### src/shared/udc_defines.vh
`ifndef UDC_DEFINES_VH
`define UDC_DEFINES_VH
`define UDC_CRC_SEED      16'h4aba
`define UDC_ERR_ICRC_BIT  7
`define UDC_ERR_ABRT_BIT  2
`define UDC_KEY_ABORTED   4'h0
`define UDC_KEY_ABORTED_V 4'hb
`define UDC_KEY_HW_ERR    4'h4
`define UDC_ASC_CRC       8'h08
`define UDC_ASCQ_CRC      8'h03
`define UDC_CMD_DMA       2'h0
`define UDC_CMD_REQSENSE  2'h1
`define UDC_CMD_PACKET    2'h2
`define UDC_CMD_NONE      2'h3
`define UDC_REG_CTRL      2'h0
`define UDC_REG_STATUS    2'h1
`define UDC_REG_REPORT    2'h2
`define UDC_REG_CRC       2'h3
`endif

### src/hdl/udc_crc_word.v
`include "udc_defines.vh"
module udc_crc_word (
    input  wire [15:0] cur,
    input  wire [15:0] data,
    output reg  [15:0] nxt
);
    reg [16:1] f;
    integer    k;
    integer    i;
    always @* begin
        f   = 16'h0000;
        nxt = 16'h0000;
        for (k = 1; k <= 16; k = k + 1) begin
            f[k] = data[k-1] ^ cur[16-k];
            if (k >= 5)
                f[k] = f[k] ^ f[k-4];
            if (k >= 12)
                f[k] = f[k] ^ f[k-11];
        end
        for (i = 0; i <= 15; i = i + 1) begin
            nxt[i] = f[16-i];
            if (i >= 5)
                nxt[i] = nxt[i] ^ f[21-i];
            if (i >= 12)
                nxt[i] = nxt[i] ^ f[28-i];
        end
    end
endmodule // udc_crc_word

### src/hdl/udc_crc_check.v
// The placing of the registers and the plain strobed port were left to the implementer.
`include "udc_defines.vh"
module udc_crc_check (
    input  wire        ref_clk,
    input  wire        resetn,
    input  wire        clk_en,
    input  wire [1:0]  reg_addr,
    input  wire [15:0] reg_wdata,
    input  wire        reg_wr,
    input  wire        reg_rd,
    output reg  [15:0] reg_rdata,
    input  wire        cmd_start,
    input  wire        cmd_end,
    input  wire [1:0]  cmd_kind,
    input  wire        burst_start,
    input  wire        strobe,
    input  wire        term_ack,
    input  wire        dmack_n,
    input  wire [15:0] dd_in,
    input  wire        words_done,
    output reg         burst_stop,
    output reg  [15:0] word_data,
    output reg         word_valid,
    output reg  [7:0]  err_reg,
    output reg         chk_flag,
    output reg  [3:0]  sense_key,
    output reg  [7:0]  sense_asc,
    output reg  [7:0]  sense_ascq,
    output reg         report_valid
);
    // ****************************************************
    // control register: bit0 ultra mode, bit1 data-out
    // ****************************************************
    reg         udma_on;
    reg         dir_out;
    reg  [15:0] crc_current_state;
    wire [15:0] crc_next_state;
    reg         strobe_d;
    reg         dmack_d;
    reg         in_burst;
    reg         terminating;
    reg         err_seen;
    reg  [15:0] first_host_crc;
    reg  [15:0] first_dev_crc;
    reg         cmd_busy;
    reg  [1:0]  cur_kind;
    reg  [15:0] last_host_crc;
    wire        strobe_edge = strobe ^ strobe_d;
    wire        ack_fall    = dmack_d & ~dmack_n;
    wire        ack_rise    = ~dmack_d & dmack_n;
    wire        take_word   = in_burst & strobe_edge & ~terminating;

    udc_crc_word u_crc (
        .cur  (crc_current_state),
        .data (dd_in),
        .nxt  (crc_next_state)
    );

    // ****************************************************
    // crc engine, one per burst
    // ****************************************************
    always @(posedge ref_clk or negedge resetn) begin
        if (!resetn) begin
            crc_current_state <= `UDC_CRC_SEED;
            // strobe idles asserted; a low reset value would fake an edge
            strobe_d          <= 1'b1;
            dmack_d           <= 1'b1;
            in_burst          <= 1'b0;
            terminating       <= 1'b0;
            word_valid        <= 1'b0;
            word_data         <= 16'h0000;
            burst_stop        <= 1'b0;
        end else if (clk_en) begin
            strobe_d   <= strobe;
            dmack_d    <= dmack_n;
            word_valid <= 1'b0;
            if (burst_start | ack_fall) begin
                crc_current_state <= `UDC_CRC_SEED;
                in_burst          <= 1'b1;
                terminating       <= 1'b0;
                burst_stop        <= 1'b0;
            end else if (take_word) begin
                crc_current_state <= crc_next_state;
                // extra out-words after completion feed crc only
                if (!(dir_out & words_done)) begin
                    word_data  <= dd_in;
                    word_valid <= 1'b1;
                end
            end
            if (term_ack)
                terminating <= 1'b1;
            if (words_done & in_burst)
                burst_stop <= 1'b1;
            if (ack_rise) begin
                in_burst   <= 1'b0;
                burst_stop <= 1'b0;
            end
        end
    end

    // ****************************************************
    // compare and first-error capture
    // ****************************************************
    always @(posedge ref_clk or negedge resetn) begin
        if (!resetn) begin
            err_seen       <= 1'b0;
            first_host_crc <= 16'h0000;
            first_dev_crc  <= 16'h0000;
            last_host_crc  <= 16'h0000;
            cmd_busy       <= 1'b0;
            cur_kind       <= `UDC_CMD_NONE;
        end else if (clk_en) begin
            if (cmd_start) begin
                err_seen <= 1'b0;
                cmd_busy <= 1'b1;
                cur_kind <= cmd_kind;
            end else if (cmd_end)
                cmd_busy <= 1'b0;
            if (ack_rise & in_burst) begin
                last_host_crc <= dd_in;
                // a matching burst never clears err_seen; only the first is kept
                if (udma_on && dd_in != crc_current_state && !err_seen && !cmd_start) begin
                    err_seen       <= 1'b1;
                    first_host_crc <= dd_in;
                    first_dev_crc  <= crc_current_state;
                end
            end
        end
    end

    // ****************************************************
    // end-of-command reporting
    // ****************************************************
    always @(posedge ref_clk or negedge resetn) begin
        if (!resetn) begin
            err_reg      <= 8'h00;
            chk_flag     <= 1'b0;
            sense_key    <= `UDC_KEY_ABORTED;
            sense_asc    <= 8'h00;
            sense_ascq   <= 8'h00;
            report_valid <= 1'b0;
        end else if (clk_en) begin
            report_valid <= 1'b0;
            if (cmd_end & cmd_busy) begin
                report_valid <= 1'b1;
                err_reg      <= 8'h00;
                chk_flag     <= 1'b0;
                sense_key    <= `UDC_KEY_ABORTED;
                if (err_seen) begin
                    case (cur_kind)
                        `UDC_CMD_DMA: begin
                            err_reg[`UDC_ERR_ICRC_BIT] <= 1'b1;
                            err_reg[`UDC_ERR_ABRT_BIT] <= 1'b1;
                        end
                        `UDC_CMD_REQSENSE: begin
                            chk_flag  <= 1'b1;
                            sense_key <= `UDC_KEY_ABORTED_V;
                        end
                        `UDC_CMD_PACKET: begin
                            chk_flag   <= 1'b1;
                            sense_key  <= `UDC_KEY_HW_ERR;
                            sense_asc  <= `UDC_ASC_CRC;
                            sense_ascq <= `UDC_ASCQ_CRC;
                        end
                        default: begin
                            chk_flag <= 1'b0;
                        end
                    endcase
                end
            end
        end
    end

    // ****************************************************
    // register port
    // ****************************************************
    always @(posedge ref_clk or negedge resetn) begin
        if (!resetn) begin
            udma_on   <= 1'b0;
            dir_out   <= 1'b0;
            reg_rdata <= 16'h0000;
        end else if (clk_en) begin
            if (reg_wr && reg_addr == `UDC_REG_CTRL) begin
                udma_on <= reg_wdata[0];
                dir_out <= reg_wdata[1];
            end
            if (reg_rd) begin
                case (reg_addr)
                    `UDC_REG_CTRL:   reg_rdata <= {14'h0000, dir_out, udma_on};
                    `UDC_REG_STATUS: reg_rdata <= {11'h000, cur_kind, cmd_busy, in_burst, err_seen};
                    `UDC_REG_REPORT: reg_rdata <= first_host_crc;
                    `UDC_REG_CRC:    reg_rdata <= crc_current_state;
                    default:         reg_rdata <= 16'h0000;
                endcase
            end else
                reg_rdata <= 16'h0000;
        end
    end
endmodule // udc_crc_check

### config.mk
export PLATFORM = sky130hd
export DESIGN_NAME = udc_crc_check
export DESIGN_NICKNAME = d
export VERILOG_FILES = /design/src/hdl/udc_crc_word.v /design/src/hdl/udc_crc_check.v
export VERILOG_INCLUDE_DIRS = /design/src /design/src/shared
export SDC_FILE = /design/constraint.sdc
export NUM_CORES = 1
export LEC_CHECK = 0
export ABC_AREA = 1
export BUFFER_PORTS_ARGS = -buffer_cell sky130_fd_sc_hd__buf_2
export CAP_MARGIN = 20
export CORE_AREA = 2 2 122 124
export DETAILED_ROUTE_END_ITERATION = 7
export DIE_AREA = 0 0 124 126
export PLACE_DENSITY_LB_ADDON = 0.25
export SLEW_MARGIN = 10
export SYNTH_ARGS = -nofsm -noshare
export SYNTH_HDL_FRONTEND = slang
export SYNTH_HIERARCHICAL = 1
export SYNTH_SLANG_ARGS = --single-unit
### constraint.sdc
create_clock -name ref_clk -period 3 [get_ports ref_clk]
set_input_delay 0.45 -clock ref_clk [delete_from_list [all_inputs] [get_ports ref_clk]]
set_output_delay 0.45 -clock ref_clk [all_outputs]
set_load 0.01 [all_outputs]
* Yosys cells after proc, flatten, opt, wreduce, memory -nomap -nowiden
Index checks and enable logic that the tools add are counted.
** Word-level totals
- Bits in registers :: 85
- Input port bits :: 48
- Output and inout port bits :: 64
** Cells by class
- Eq/ne operators :: 6
- Multiplexer cells :: 25
- Bitwise gates (word level) :: 63
- Reduce and logical (&&, ||, !) cells :: 25
** Operators by type and width (number)
- one-hot mux 16 bit (4 select lines) :: 1
- bitwise XOR 1 bit :: 49
- two-way mux 16 bit :: 3
- two-way mux 1 bit :: 19
- inequality test 16 bit :: 1
- AND reduction 2 bit :: 8
- AND 1 bit :: 8
- one-hot mux 4 bit (2 select lines) :: 1
- AND reduction 4 bit :: 2
- nonzero test 2 bit :: 4
- == test 2 bit, second input constant :: 3
- NOT 1 bit :: 5
- == test 2 x 1 -> 1 bit, second input constant :: 2
- logical AND 1 bit :: 4
- zero test 2 bit :: 2
- two-way mux 4 bit :: 1
- AND reduction 3 bit :: 1
- nonzero test 3 bit :: 1
- zero test 1 bit :: 2
- OR reduction 2 bit :: 1
- bitwise OR 1 bit :: 1

* Longest topological paths before layout
- Depth after elaboration :: 9
- Gate-level depth with buffers :: 14

* Modules after synthesis
The synthesis kept the hierarchy.
** Modules (own cells, without submodules)
- udc_crc_check :: instances 1, cells an instance 473, area an instance 4012.6 um^2, sequential area each 2067.0 um^2
- udc_crc_word :: instances 1, cells an instance 161, area an instance 864.6 um^2, sequential area each 0.0 um^2

* Least setup slack after synthesis
No wires, ideal clock.
- Kind :: in2reg
- Start point :: in clk_en
- End point :: reg first_host_crc[10]
- Library setup time :: 0.117 ns
- Data arrival time :: 1.428 ns
- Path slack :: 1.455 ns
- Stages on the path :: 9
- Buffers on the path :: 2
- Cells stage by stage :: buf_6 inv_4 nor2_8 nand2_2 nor3_4 nand3_4 buf_6 nand2_1 nand2_1
** Between the ends
- Word-level cells in the longest chain between the ends :: 1
** Ends and longest elaborated chain
- from (decl) :: RTL line udc_crc_check.v:6 : input wire clk_en,
- AND reduction 3 bit (no source line)
- to (signal assigned) :: RTL line udc_crc_check.v:124 : first_host_crc <= dd_in;
- to (decl) :: RTL line udc_crc_check.v:43 : reg [15:0] first_host_crc;
Every way passes these cells.
A chain may end at the register's enable or synchronous reset.

* Worst setup path in the final report
- Start point :: reg crc_current_state[3]
- End point :: reg first_host_crc[1]
** Between the ends
- Word-level cells in the longest chain between the ends :: 5
** Ends and longest elaborated chain
- from (decl) :: RTL line udc_crc_check.v:36 : reg [15:0] crc_current_state;
- from (signal assigned) :: RTL line udc_crc_check.v:64 : crc_current_state <= `UDC_CRC_SEED;
- from (signal assigned) :: RTL line udc_crc_check.v:78 : crc_current_state <= `UDC_CRC_SEED;
- from (signal assigned) :: RTL line udc_crc_check.v:83 : crc_current_state <= crc_next_state;
- inequality test 16 bit :: RTL line udc_crc_check.v:122 : if (udma_on && dd_in != crc_current_state && !err_seen && !cmd_start) begin
- logical AND 1 bit (3 in series) :: RTL line udc_crc_check.v:122
- AND reduction 3 bit (no source line)
Every way passes these cells.

==> impl_metrics.py <==
metrics = {
    "power_and_ir_drop": {
        "switchingPower_uw": 1470,
        "p_sw_share_pct": 36.9,
        "p_int_uw": 2520,
        "p_leak_uw": 0.00311,
        "power_frac_seq_pct": 38.5,
        "cellPowerDensity_nw_per_um2": 705,
        "vdd_drop_max_mv": 0.297,
        "p_clk_share_pct": 28.6,
        "p_total_uw": 3990,
        "combPwrFrac_pct": 32.9,
    },
    "sta": {
        "skew_ns": 0.00441,
        "relSlewSlack_pct": 51.7,
        "fin_crit_sh_pct": 73.5,
        "slew_viol_final": 0,
        "finalSetupViolCount": 0,
        "fin_tns_setup_ns": 0,
        "finalHoldViolCount": 8,
        "holdWs_ns": -0.00336,
        "final.min_clock_period_ns": 2.21,
        "worstMarginPinSlew_ns": 0.725,
        "timing.fmax_ghz": 0.453,
        "rsz0062_at_grt": "false",
    },
    "worst_setup_path": {
        "cp.required_ns": 3.27,
        "path_max_fanout": 18,
        "rrSetupSlack_ns": 0.79,
        "worst-setup-path-type": "flop to flop",
        "startpoint_type": "flop",
        "end_kind": "flop",
        "worst_r2r_path_depth": 10,
        "critPathArrivalTime_ns": 2.48,
    },
    "detailed_routing": {
        "drc_errors": 0,
        "routed_wl_mm": 13.5,
        "drtIter0Drc": 354,
        "dr.pass1.iters": 4,
        "wire_per_inst_um": 15.1,
        "ant_nets": 0,
        "via_count": 4321,
        "avgViaCountPerCell": 4.83,
    },
    "floorplanning": {
        "core-area_um2": 14300,
        "die_h_um": 126,
        "ios": 112,
        "initial_utilization_pct": 34.1,
        "rows": 44,
        "die_w_um": 124,
        "design.die.area_um2": 15600,
    },
    "grt": {
        "grt_pass1_wl_mm": 20.9,
        "grt.overflow.total": 0,
        "grt_max_degree": 83,
        "globalRouteTotalUtil_pct": 17.5,
        "grt_antenna_before_repair": 0,
        "grt_pass1_vias": 4004,
    },
    "cts": {
        "hold_buffers": 0,
        "cts_resized": 0,
        "postCtsSetupRepairBufs": 0,
        "clockRootBuffer": "clkbuf_16",
        "clock_latency_ns": 0.34,
        "path_clk_slew_ns": 0.06,
        "numCtsBuffers": 9,
        "h-tree-depth": 3,
        "tritoncts": "built",
        "cts_sinks": 82,
        "cts_max_path_buffers": 2,
    },
    "finish": {
        "multi_input_area_um2": 2320,
        "final_cell_mix": "nand2_1 (227), buf_2 (77), dfrtp_1 (70)",
        "drive_gt1_share_pct": 20.7,
        "area_growth_pct": 16.1,
        "fin_area_um2": 5660,
        "fillers": 1482,
        "nets": 758,
        "antennaDiodeCount": 0,
        "regArea_um2": 2070,
        "layout_commonest_cell": "nand2_1",
    },
    "place": {
        "gp_congestion": 0.902,
        "post_dp_cell_area_um2": 5330,
        "dp_hpwl_mm": 10.3,
        "port_buffers": 78,
    },
    "yosys": {
        "synth_area_leader_cell": "dfrtp_1",
        "ys_types": 41,
        "synth_edf_count": 0,
        "ys_seq_elements": 82,
        "synth_ff_type": "dfrtp_1",
        "netlist_instances": 634,
        "synth_area_leaders": "dfrtp_1 (36%), nand2_1 (17%), dfstp_2 (6.5%)",
        "ys_async_sr_fraction_pct": 100,
        "synth.top_cell.area_share_pct": 35.9,
        "syn_avg_cell_area_um2": 7.69,
        "seq_area_frac_synth_pct": 42.4,
        "yosysWarningCount": 6,
        "syn_area_um2": 4880,
    },
    "run_status": {
        "status": "finished with violations",
        "violations": "negative hold slack",
    },
    "job": {
        "maxCapViolCount": 0,
    },
    "min_path": {
        "worst_hold_path_type": "input pin to async pin",
    },
}
## synth_stat cells, types with 2 or more instances
cell      count
a21oi_1      12
a221oi_1      2
a22o_1       11
buf_2         9
buf_4        25
buf_6         2
clkbuf_1      5
dfrtp_1      70
dfstp_2      12
ha_1          4
inv_1        69
inv_2         4
mux2_2        2
nand2_1     227
nand2_2      11
nand2_4       4
nand3_1      32
nand4_1      18
nor2_1       15
nor2_2        2
o21ai_0      38
o21ai_1      16
o221ai_1      2
xnor2_1      14
xor2_1       12
## power by group through the flow
stage	clock [µW]	sequential (µW)	combinational [µW]
finish	1140	1540	1310
global route	1200	1570	1480
CTS	1160	1540	1310
detailed placement	0	1560	1300
global placement	0	1550	1280
floorplan	0	1570	905
## stage by stage
stage	util (%)	hold WS, ns	setup WS [ns]	std cells
finish	39.6	-0.00336	0.794	895
global route	39.6	0.00888	0.525	895
CTS	39.4	0.323	0.799	894
detailed placement	37.2	0.459	0.723	878
global placement	37.2	0.455	0.748	878
floorplan	-	0.154	1.46	652
## area by class of cell
type	count	area share, %
clock buffers	11	4.29
clock inverters	5	1.08
inverters	74	4.95
multi-input cells	455	41.0
flip-flops and latches	82	36.5
well taps	184	4.07
repair buffers	84	8.09
## per-layer routing
metal  vias to the layer above  global-route usage [%]  wire (µm)
met4                         0                    5.55        271
met1                      2059                    23.8       6190
met3                        21                    2.76        715
met5                         -                       0          0
met2                       115                    28.4       6340
li1                       2126                       -          -
## worst max-delay path, cell delays in order, from the launching register on
cell	delay [ns]
dfstp_2	0.59
inv_1	0.07
nand2_1	0.05
nand2_1	0.04
nor2_1	0.21
nand2_1	0.08
nor2_1	0.15
nand2_1	0.43
nand3_4	0.36
nand2_1	0.08
nand2_1	0.07
## cells by family after synthesis
logic type / Yosys count / synth area share (%)
AOI/OAI and AO/OA: 86 / 10.5
muxes: 2 / 0.462
xor gates and xnor gates: 28 / 5.34
adders and majority gates: 4 / 1.03
DFF: 82 / 42.4
and+or+nand+nor: 316 / 28.9
other: 1 / 0.0769
buffers and inverters: 115 / 11.4
## path summary, 6_finish.rpt
kind                                 startpoint                    to
max                        crc_current_state[3]     first_host_crc[1]
min                                      resetn         word_data[14]
max reg2reg                crc_current_state[3]     first_host_crc[1]
min reg2reg                  first_host_crc[15]    first_host_crc[15]
max in group asynchronous                resetn  crc_current_state[9]
min in group ref_clk                   term_ack           terminating
Power figures use the tool's default switching activity.
